**config.mk**
```make
export PLATFORM = sky130hd
export DESIGN_NAME = msa_regs
export DESIGN_NICKNAME = d
export VERILOG_FILES = /design/src/msa_pkg.sv /design/src/msa_regs.sv
export SDC_FILE = /design/constraint.sdc
export NUM_CORES = 1
export LEC_CHECK = 0
export ABC_AREA = 1
export BUFFER_PORTS_ARGS = -buffer_cell sky130_fd_sc_hd__buf_2
export CAP_MARGIN = 25
export CORE_AREA = 2 2 97 99
export DETAILED_ROUTE_END_ITERATION = 8
export DIE_AREA = 0 0 99 101
export GPL_ROUTABILITY_DRIVEN = 0
export PLACE_DENSITY = 0.82
export SLEW_MARGIN = 5
export SYNTH_ARGS = -nofsm -noshare
export SYNTH_HDL_FRONTEND = slang
export SYNTH_SLANG_ARGS = --single-unit
```
**constraint.sdc**
```tcl
create_clock -name ref_clk -period 2.2 [get_ports ref_clk]
set_clock_uncertainty 0.05 [all_clocks]
set_input_delay 0.22 -clock ref_clk [delete_from_list [all_inputs] [get_ports ref_clk]]
set_output_delay 0.22 -clock ref_clk [all_outputs]
set_load 0.005 [all_outputs]
```
**src/msa_pkg.sv**
```systemverilog
/*
   msa_pkg: constants and carrier types for the monitor status and alarm register bank.
   assumes a byte-wide register port on the main page, already decoded from the serial bus.
*/
`default_nettype none
package msa_pkg;
   localparam logic [7:0] MSA_OFS_UPDATE = 8'h6F;
   localparam logic [7:0] MSA_OFS_ALARM0 = 8'h70;
   localparam logic [7:0] MSA_OFS_ALARM1 = 8'h71;
   localparam logic [7:0] MSA_OFS_TSEL   = 8'h7F;
   localparam int MSA_BIT_SUPPLY_UPD = 6;
   localparam int MSA_BIT_AUXA_UPD   = 5;
   localparam int MSA_BIT_AUXB_UPD   = 4;
   localparam int MSA_BIT_SUMMARY    = 0;
   localparam logic [2:0] MSA_UPD_RESET  = 3'h0;
   localparam logic [1:0] MSA_TSEL_RESET = 2'h0;
   localparam int MSA_NCH = 4;

   // one monitored channel: measured value and its two limits
   typedef struct packed {
      logic [15:0] value;
      logic [15:0] limHigh;
      logic [15:0] limLow;
   } msa_chan_t;

   // byte register port
   typedef struct packed {
      logic       wrEn;
      logic [7:0] addr;
      logic [7:0] wdata;
   } msa_wr_t;
endpackage
`default_nettype wire

```
**src/msa_regs.sv**
```systemverilog
/*
   msa_regs: update flags, alarm flags, masked summary bit and table select of the main page.
   assumes all inputs come from logic on ref_clk; channel order is temperature, supply, aux A, aux B.
*/
`timescale 1ns/1ns
`default_nettype none
module msa_regs
   import msa_pkg::*;
(
   input  wire logic                ref_clk,       // system clock
   input  wire logic                rst_n,         // async reset, active low
   input  wire msa_wr_t             hostWr,        // host byte write
   input  wire logic [7:0]          rdAddr,        // host read address
   output logic [7:0]               rdData,        // read data
   input  wire msa_chan_t [MSA_NCH-1:0] chan,      // measurements and limits
   input  wire logic [2:0]          newResult,     // pulse: supply, aux A, aux B stored [2..0]
   input  wire logic [7:0]          alarmMask,     // mask byte of table one
   output logic [7:0]               alarmFlags_ff, // alarm byte
   output logic                     summaryIntr_ff,// summary interrupt bit
   output logic [1:0]               tableSel_ff    // visible upper table
);
   logic [2:0] updFlags_ff;
   logic [2:0] nxt_updFlags;
   wire  [7:0] nxt_alarmFlags;
   logic       nxt_summary;
   logic [1:0] nxt_tableSel;
   wire        wrUpdate = hostWr.wrEn && (hostWr.addr == MSA_OFS_UPDATE);
   wire        wrTsel   = hostWr.wrEn && (hostWr.addr == MSA_OFS_TSEL);
   wire  [2:0] wrBits   = {hostWr.wdata[MSA_BIT_SUPPLY_UPD], hostWr.wdata[MSA_BIT_AUXA_UPD],
                           hostWr.wdata[MSA_BIT_AUXB_UPD]};

   // set wins over a clearing write in the same cycle
   assign nxt_updFlags = newResult |
                         (wrUpdate ? (updFlags_ff & wrBits) : updFlags_ff);

   // table select keeps its value unless the host writes its byte
   assign nxt_tableSel = wrTsel ? hostWr.wdata[1:0] : tableSel_ff;

   // channel c owns alarm bits 7-2c (high) and 6-2c (low)
   genvar c;
   generate
      for (c = 0; c < MSA_NCH; c++)
      begin : g_cmp
         assign nxt_alarmFlags[7-2*c] =
            chan[c].value > chan[c].limHigh;
         assign nxt_alarmFlags[6-2*c] =
            chan[c].value < chan[c].limLow;
      end
   endgenerate

   assign nxt_summary = |(nxt_alarmFlags & alarmMask);

   always_ff @(posedge ref_clk or negedge rst_n)
   begin
      if (!rst_n)
      begin
         updFlags_ff    <= MSA_UPD_RESET;
         tableSel_ff    <= MSA_TSEL_RESET;
         alarmFlags_ff  <= 8'h00;
         summaryIntr_ff <= 1'h0;
      end
      else
      begin
         updFlags_ff    <= nxt_updFlags;
         alarmFlags_ff  <= nxt_alarmFlags;
         summaryIntr_ff <= nxt_summary;
         tableSel_ff    <= nxt_tableSel;
      end
   end

   // unused bits read zero; alarm bytes have no write path
   wire [7:0] rdUpdate = {1'h0, updFlags_ff, 4'h0};
   wire [7:0] rdAlarm1 = {7'h00, summaryIntr_ff};
   wire [7:0] rdTsel   = {6'h00, tableSel_ff};
   assign rdData = (rdAddr == MSA_OFS_UPDATE) ? rdUpdate :
                   (rdAddr == MSA_OFS_ALARM0) ? alarmFlags_ff :
                   (rdAddr == MSA_OFS_ALARM1) ? rdAlarm1 :
                   (rdAddr == MSA_OFS_TSEL)   ? rdTsel : 8'h00;

   property p_updSet;
      @(posedge ref_clk) disable iff (!rst_n) newResult[2] |=> updFlags_ff[2];
   endproperty
   a_updSet: assert property (p_updSet)
      else $error("supply update flag not set");

   property p_auxAClr;
      @(posedge ref_clk) disable iff (!rst_n)
         wrUpdate && !hostWr.wdata[MSA_BIT_AUXA_UPD] && !newResult[1] |=> !updFlags_ff[1];
   endproperty
   a_auxAClr: assert property (p_auxAClr)
      else $error("aux A flag not cleared");

   property p_auxBHold;
      @(posedge ref_clk) disable iff (!rst_n)
         !updFlags_ff[0] && !newResult[0] |=> !updFlags_ff[0];
   endproperty
   a_auxBHold: assert property (p_auxBHold)
      else $error("aux B flag rose without update");

   property p_tempHigh;
      @(posedge ref_clk) disable iff (!rst_n)
         (chan[0].value > chan[0].limHigh) |=> alarmFlags_ff[7];
   endproperty
   a_tempHigh: assert property (p_tempHigh)
      else $error("temperature high alarm missed");

   property p_supplyLow;
      @(posedge ref_clk) disable iff (!rst_n)
         (chan[1].value >= chan[1].limLow) |=> !alarmFlags_ff[4];
   endproperty
   a_supplyLow: assert property (p_supplyLow)
      else $error("false supply low alarm");

   property p_auxAHigh;
      @(posedge ref_clk) disable iff (!rst_n)
         (chan[2].value > chan[2].limHigh) |=> alarmFlags_ff[3];
   endproperty
   a_auxAHigh: assert property (p_auxAHigh)
      else $error("aux A high alarm missed");

   property p_auxBLow;
      @(posedge ref_clk) disable iff (!rst_n)
         (chan[3].value < chan[3].limLow) |=> alarmFlags_ff[0];
   endproperty
   a_auxBLow: assert property (p_auxBLow)
      else $error("aux B low alarm missed");

   property p_maskZero;
      @(posedge ref_clk) disable iff (!rst_n) (alarmMask == 8'h00) |=> !summaryIntr_ff;
   endproperty
   a_maskZero: assert property (p_maskZero)
      else $error("summary set under zero mask");

   property p_summary;
      @(posedge ref_clk) disable iff (!rst_n)
         ##1 summaryIntr_ff == |(alarmFlags_ff & $past(alarmMask));
   endproperty
   a_summary: assert property (p_summary)
      else $error("summary bit mismatch");

   property p_tsel;
      @(posedge ref_clk) disable iff (!rst_n) wrTsel |=> tableSel_ff == $past(hostWr.wdata[1:0]);
   endproperty
   a_tsel: assert property (p_tsel)
      else $error("table select not written");

   property p_unused;
      @(posedge ref_clk) disable iff (!rst_n)
         (rdAddr == MSA_OFS_TSEL) |-> rdData[7:2] == 6'h00;
   endproperty
   a_unused: assert property (p_unused)
      else $error("unused bits read nonzero");

   property p_limits;
      @(posedge ref_clk) disable iff (!rst_n)
         (chan[3].value <= chan[3].limHigh) |=> !alarmFlags_ff[1];
   endproperty
   a_limits: assert property (p_limits)
      else $error("false aux B high alarm");

   property p_tempLow;
      @(posedge ref_clk) disable iff (!rst_n)
         (chan[0].value < chan[0].limLow) |=> alarmFlags_ff[6];
   endproperty
   a_tempLow: assert property (p_tempLow)
      else $error("temperature low alarm missed");

   property p_supplyHigh;
      @(posedge ref_clk) disable iff (!rst_n)
         (chan[1].value > chan[1].limHigh) |=> alarmFlags_ff[5];
   endproperty
   a_supplyHigh: assert property (p_supplyHigh)
      else $error("supply high alarm missed");

   property p_auxALow;
      @(posedge ref_clk) disable iff (!rst_n)
         (chan[2].value < chan[2].limLow) |=> alarmFlags_ff[2];
   endproperty
   a_auxALow: assert property (p_auxALow)
      else $error("aux A low alarm missed");

   property p_auxBHigh;
      @(posedge ref_clk) disable iff (!rst_n)
         (chan[3].value > chan[3].limHigh) |=> alarmFlags_ff[1];
   endproperty
   a_auxBHigh: assert property (p_auxBHigh)
      else $error("aux B high alarm missed");

   property p_auxASet;
      @(posedge ref_clk) disable iff (!rst_n) newResult[1] |=> updFlags_ff[1];
   endproperty
   a_auxASet: assert property (p_auxASet)
      else $error("aux A update flag not set");

   property p_auxBSet;
      @(posedge ref_clk) disable iff (!rst_n) newResult[0] |=> updFlags_ff[0];
   endproperty
   a_auxBSet: assert property (p_auxBSet)
      else $error("aux B update flag not set");

   property p_supplyClr;
      @(posedge ref_clk) disable iff (!rst_n)
         wrUpdate && !hostWr.wdata[MSA_BIT_SUPPLY_UPD] && !newResult[2] |=> !updFlags_ff[2];
   endproperty
   a_supplyClr: assert property (p_supplyClr)
      else $error("supply flag not cleared");

   property p_supplyHold;
      @(posedge ref_clk) disable iff (!rst_n)
         !updFlags_ff[2] && !newResult[2] |=> !updFlags_ff[2];
   endproperty
   a_supplyHold: assert property (p_supplyHold)
      else $error("supply flag rose without update");

   property p_tselHold;
      @(posedge ref_clk) disable iff (!rst_n) !wrTsel |=> $stable(tableSel_ff);
   endproperty
   a_tselHold: assert property (p_tselHold)
      else $error("table select changed without its write");

   property p_updUnused;
      @(posedge ref_clk) disable iff (!rst_n)
         (rdAddr == MSA_OFS_UPDATE) |-> (rdData[7] == 1'h0) && (rdData[3:0] == 4'h0);
   endproperty
   a_updUnused: assert property (p_updUnused)
      else $error("unused update bits read nonzero");

   property p_alarm1Unused;
      @(posedge ref_clk) disable iff (!rst_n)
         (rdAddr == MSA_OFS_ALARM1) |-> rdData[7:1] == 7'h00;
   endproperty
   a_alarm1Unused: assert property (p_alarm1Unused)
      else $error("unused summary byte bits read nonzero");

   property p_summaryOne;
      @(posedge ref_clk) disable iff (!rst_n)
         (chan[0].value > chan[0].limHigh) && alarmMask[7] |=> summaryIntr_ff;
   endproperty
   a_summaryOne: assert property (p_summaryOne)
      else $error("summary bit missed an unmasked alarm");
endmodule
`default_nettype wire

```
# Word-level counts from Yosys, hierarchy flattened
# Cells that the tools add are included.
# W data, S select, Z words.
totals:
  regBits: 14
  out_inout_bits: 19
  mem_count: 0
  latchBits: 0
  romBits: 0
  wordCells: 29
  ram_bits: 0
  inputBits: 230
op_classes:
  n_bitwise: 3
  n_mul: 0
  magnitude_cmp: 8
  n_addsub: 0
  n_reduce_logical: 3
  n_shift: 0
  muxes: 5
  div: 0
  eq_ne: 6
ops:
  columns: ["operator", "count"]
  rows:
  - ["$gt A16 B16 Y1", 4]
  - ["$lt A16 B16 Y1", 4]
  - ["$eq A8 B7 Y1 const B", 6]
  - ["$mux W8", 2]
  - ["$and A8 B8 Y8", 1]
  - ["$reduce_or A8 Y1", 1]
  - ["$mux W2", 2]
  - ["$and A3 B3 Y3", 1]
  - ["$mux W3", 1]
  - ["$or A3 B3 Y3", 1]
  - ["$logic_and A1 B1 Y1", 2]

# Logic depth before layout (Yosys ltp)
depth:
  ltp_word: 5
  depth_mapped: 15
  depth_no_buf: 15

# Worst setup path before layout
# OpenSTA, ideal clock, no wires.
synth_path:
  kind: "input to register"
  startpoint: "input chan[127] in the netlist's numbering"
  endpoint: "register summaryIntr_ff"
  slack_ns: 0.802
  required_time_ns: 2.031
  cell_stages: 10
  setup_time_ns: 0.119
  t_arrival_ns: 1.230
  n_path_buf: 0
  cell_sequence: "inv_1 > ha_1 > nand2_1 > nor2_2 > nor3b_2 > nand4_1 > nand3_1 > nand2_1 > nor2_1 > nand2_1"
synth_between:
  elab_chain_len: 3
synth_rtl:
  columns: ["item", "line", "source"]
  rows:
  - ["start: declaration", "msa_regs.sv:15", "input wire msa_chan_t [MSA_NCH-1:0] chan,"]
  - ["$gt A16 B16 Y1", "msa_regs.sv:45", "chan[c].value > chan[c].limHigh;"]
  - ["$and A8 B8 Y8", "msa_regs.sv:51", "assign nxt_summary = |(nxt_alarmFlags & alarmMask);"]
  - ["$reduce_or A8 Y1", "msa_regs.sv:51", null]
  - ["net nxt_summary", "msa_regs.sv:25", "logic nxt_summary;"]
  - ["end signal: assignment", "msa_regs.sv:66", "summaryIntr_ff <= nxt_summary;"]
  - ["end: declaration", "msa_regs.sv:19", "output logic summaryIntr_ff,"]
# The timed path passes the listed nets, and every way through them passes these cells.
# A chain may end at the register's enable or synchronous reset.

# Worst setup path after layout
layout_path:
  startpoint: "input rdAddr[7]"
  endpoint: "output rdData[4]"
layout_between:
  elab_chain_len: 3
  word_cells_on_any_way: 4
  cone_classes: "2 x eq/ne; 2 x mux"
layout_rtl:
  columns: ["item", "line", "source"]
  rows:
  - ["start: declaration", "msa_regs.sv:13", "input wire logic [7:0] rdAddr,"]
  - ["$eq A8 B7 Y1", "msa_regs.sv:76", "(rdAddr == MSA_OFS_ALARM0) ? alarmFlags_ff :"]
  - ["$mux W8", "msa_regs.sv:76", null]
  - ["$mux W8 (*)", "msa_regs.sv:75", "assign rdData = (rdAddr == MSA_OFS_UPDATE) ? rdUpdate :"]
  - ["end: declaration", "msa_regs.sv:14", "output logic [7:0] rdData,"]
# Every way passes the cells marked *; elsewhere a longest branch is shown, timed or not.

==> flow_summary.json <==
{
  "run_status": "finished clean",
  "dieWidth_microns": 99,
  "p_per_area_nw_per_um2": 245,
  "synthArstFlopShare_pct": 100,
  "io_buffers": 245,
  "fmax_mhz": 625,
  "antenna_found_initial": 1,
  "fin_crit_sh_pct": 72.7,
  "drt-wirelength-per-cell_microns": 11.1,
  "dp_hpwl_microns": 10200,
  "core_area_sq_um": 8980,
  "yosys_warnings": 0,
  "synth_cells": 619,
  "grt_overflow_total": 0,
  "dieArea_sq_um": 10000,
  "path_class": "in -> out",
  "crit_arrival_ns": 1.33,
  "clk_path_buf_depth": 2,
  "grt_pass1_vias": 4278,
  "cp-end-kind": "output pin",
  "finalMaxSlewViolations": 0,
  "grt_pass1_wl_microns": 17600,
  "timing.slew.headroom_pct": 57.9,
  "stdcell_area_sq_um": 5410,
  "track_usage_pct": 21.1,
  "wl_microns": 10900,
  "path_clk_slew_ns": 0.06,
  "cts_max_level": 1,
  "areaGrowthSynthToFinish_pct": 35.6,
  "cap_violations": 0,
  "start_util_pct": 44.4,
  "max_stage_delay_ns": 0.55,
  "vias": 4478,
  "first_pass_iters": 4,
  "ys_ff_latch": 14,
  "drc_errors": 0,
  "finalSetupViolCount": 0,
  "num_io_pins": 249,
  "hold_path_class": "in -> reg",
  "layout-drive-gt1-share_pct": 29.8,
  "drtIter0Drc": 68,
  "finalSetupTns_ns": 0,
  "core.rowCount": 35,
  "viasPerCell": 4.57,
  "die_y_microns": 101,
  "worstPathMaxFanout": 5,
  "holdWs_ns": 0.119,
  "cp_cell_sequence": "buf_2, inv_1, nand2_1, nor4_2, nand2_1, o21ai_0, buf_2",
  "nets": 1224,
  "placed_area_sq_um": 5350,
  "synthFlopType": "dfrtp_1",
  "ir_drop_mv": 0.141,
  "cts.sinks": 14,
  "worst-path-buf-inv": 3,
  "cts_root_buf": "clkbuf_8",
  "rsz0062_at_grt": "false",
  "finalPower_uw": 1320,
  "critical-path-slowest-cell": "nor4_2",
  "cts-resized-gates": 0,
  "power.leakage_uw": 0.00367,
  "ant_nets": 0,
  "ys_seq_area_share_pct": 8.79,
  "ys_types": 27,
  "cp_top_family": "simple AND/OR/NAND/NOR gates",
  "cts_tree": "done",
  "cp.required_ns": 1.93,
  "worst_pin_slew_ns": 0.626,
  "syn-cell-area_sq_um": 3990,
  "period_needed_ns": 1.60,
  "synth_edf_count": 0,
  "cts-buffers-inserted": 3,
  "final_util_pct": 60.2,
  "clock_latency_ns": 0.24,
  "grt_max_degree": 15,
  "start_kind": "input port",
  "syn_nets": 973,
  "syn_avg_cell_area_sq_um": 6.44,
  "finalHoldViolations": 0
}
## where the power goes
group          switching, uW  internal, uW  leakage [uW]
registers               11.4           280      0.000156
logic                    420           403       0.00349
clock network           87.4           121     0.0000216
total                    519           804       0.00367
## cell type report
type,count,area [sq um]
repair buffers,246,1240
diodes,1,2.50
fillers,925,3570
inverters,173,649
flip-flops and latches,14,350
multi-input cells,432,2990
well taps,111,139
clock buffers,3,41.3
## timing repair
action / in CTS / in global routing
hold endpoints to repair: 14 / 0
buffers inserted: 0 / 0
hold buffers: 1 / 0
## logic make-up after synthesis
logic type	after synthesis	synth area share (%)
fa+ha+maj	124	38.9
mux	2	0.565
flops	14	8.79
compound gates	86	11.5
simple gates	220	24.0
buf+inv	173	16.3
## placed cells by master, fill, tap and decap left out, types with 3 or more instances in the layout
master,synthesis,layout
nor2_1,35,35
nand4_1,8,8
and2_1,5,5
ha_1,124,124
o21a_1,3,3
a21oi_1,54,54
clkbuf_8,0,3
nor3_1,7,7
o21ai_0,22,22
nand3_1,17,17
nand2_1,137,137
dfrtp_1,14,14
buf_2,0,245
inv_1,173,173
## Yosys cell counts (all sizes together), types with 3 or more instances
library cell | count | area [sq um]
a21oi | 54 | 270
and2 | 6 | 38.8
dfrtp | 14 | 350
ha | 124 | 1550
inv | 173 | 649
nand2 | 138 | 521
nand3 | 18 | 95.1
nand4 | 9 | 62.6
nor2 | 37 | 144
nor3 | 7 | 35.0
nor3b | 3 | 27.5
o21a | 3 | 22.5
o21ai | 22 | 110
## stage by stage
step | worst slack (ns) | std cells
CTS | 0.552 | 979
floorplan | 0.802 | 619
detailed placement | 0.486 | 975
global route | 0.409 | 979
finish | 0.600 | 980
global placement | 0.504 | 975
## path summary, 6_finish.rpt
check / depth (start not counted) / slack [ns] / from / endpoint
max: 7 / 0.60 / rdAddr[7] / rdData[4]
min: 3 / 0.12 / newResult[0] / updFlags_ff[0]$_DFF_PN0_
max reg2reg: 1 / 1.38 / tableSel_ff[0]$_DFFE_PN0P_ / tableSel_ff[0]$_DFFE_PN0P_
min reg2reg: 2 / 0.45 / updFlags_ff[0]$_DFF_PN0_ / updFlags_ff[0]$_DFF_PN0_
max in group asynchronous: 2 / 1.47 / rst_n / alarmFlags_ff[7]$_DFF_PN0_
min in group asynchronous: 2 / 0.38 / rst_n / alarmFlags_ff[3]$_DFF_PN0_
## registers in the layout (all words and copies together), names as in the netlist
signal and flops:
alarmFlags_ff 8, updFlags_ff 3, tableSel_ff 2, summaryIntr_ff 1
## metal layers
| layer | global-route usage, % | wire length, microns | up-vias |
|---|---|---|---|
| li1 | - | - | 2455 |
| met1 | 24.4 | 4580 | 1862 |
| met2 | 40.8 | 5420 | 145 |
| met3 | 2.64 | 666 | 16 |
| met4 | 5.06 | 203 | 0 |
| met5 | 0 | 0 | - |
## worst min-delay path, cell delays in order
cell     delay, ns
buf_2         0.07
inv_1         0.03
nand2_1       0.05
Power figures use the tool's default switching activity.
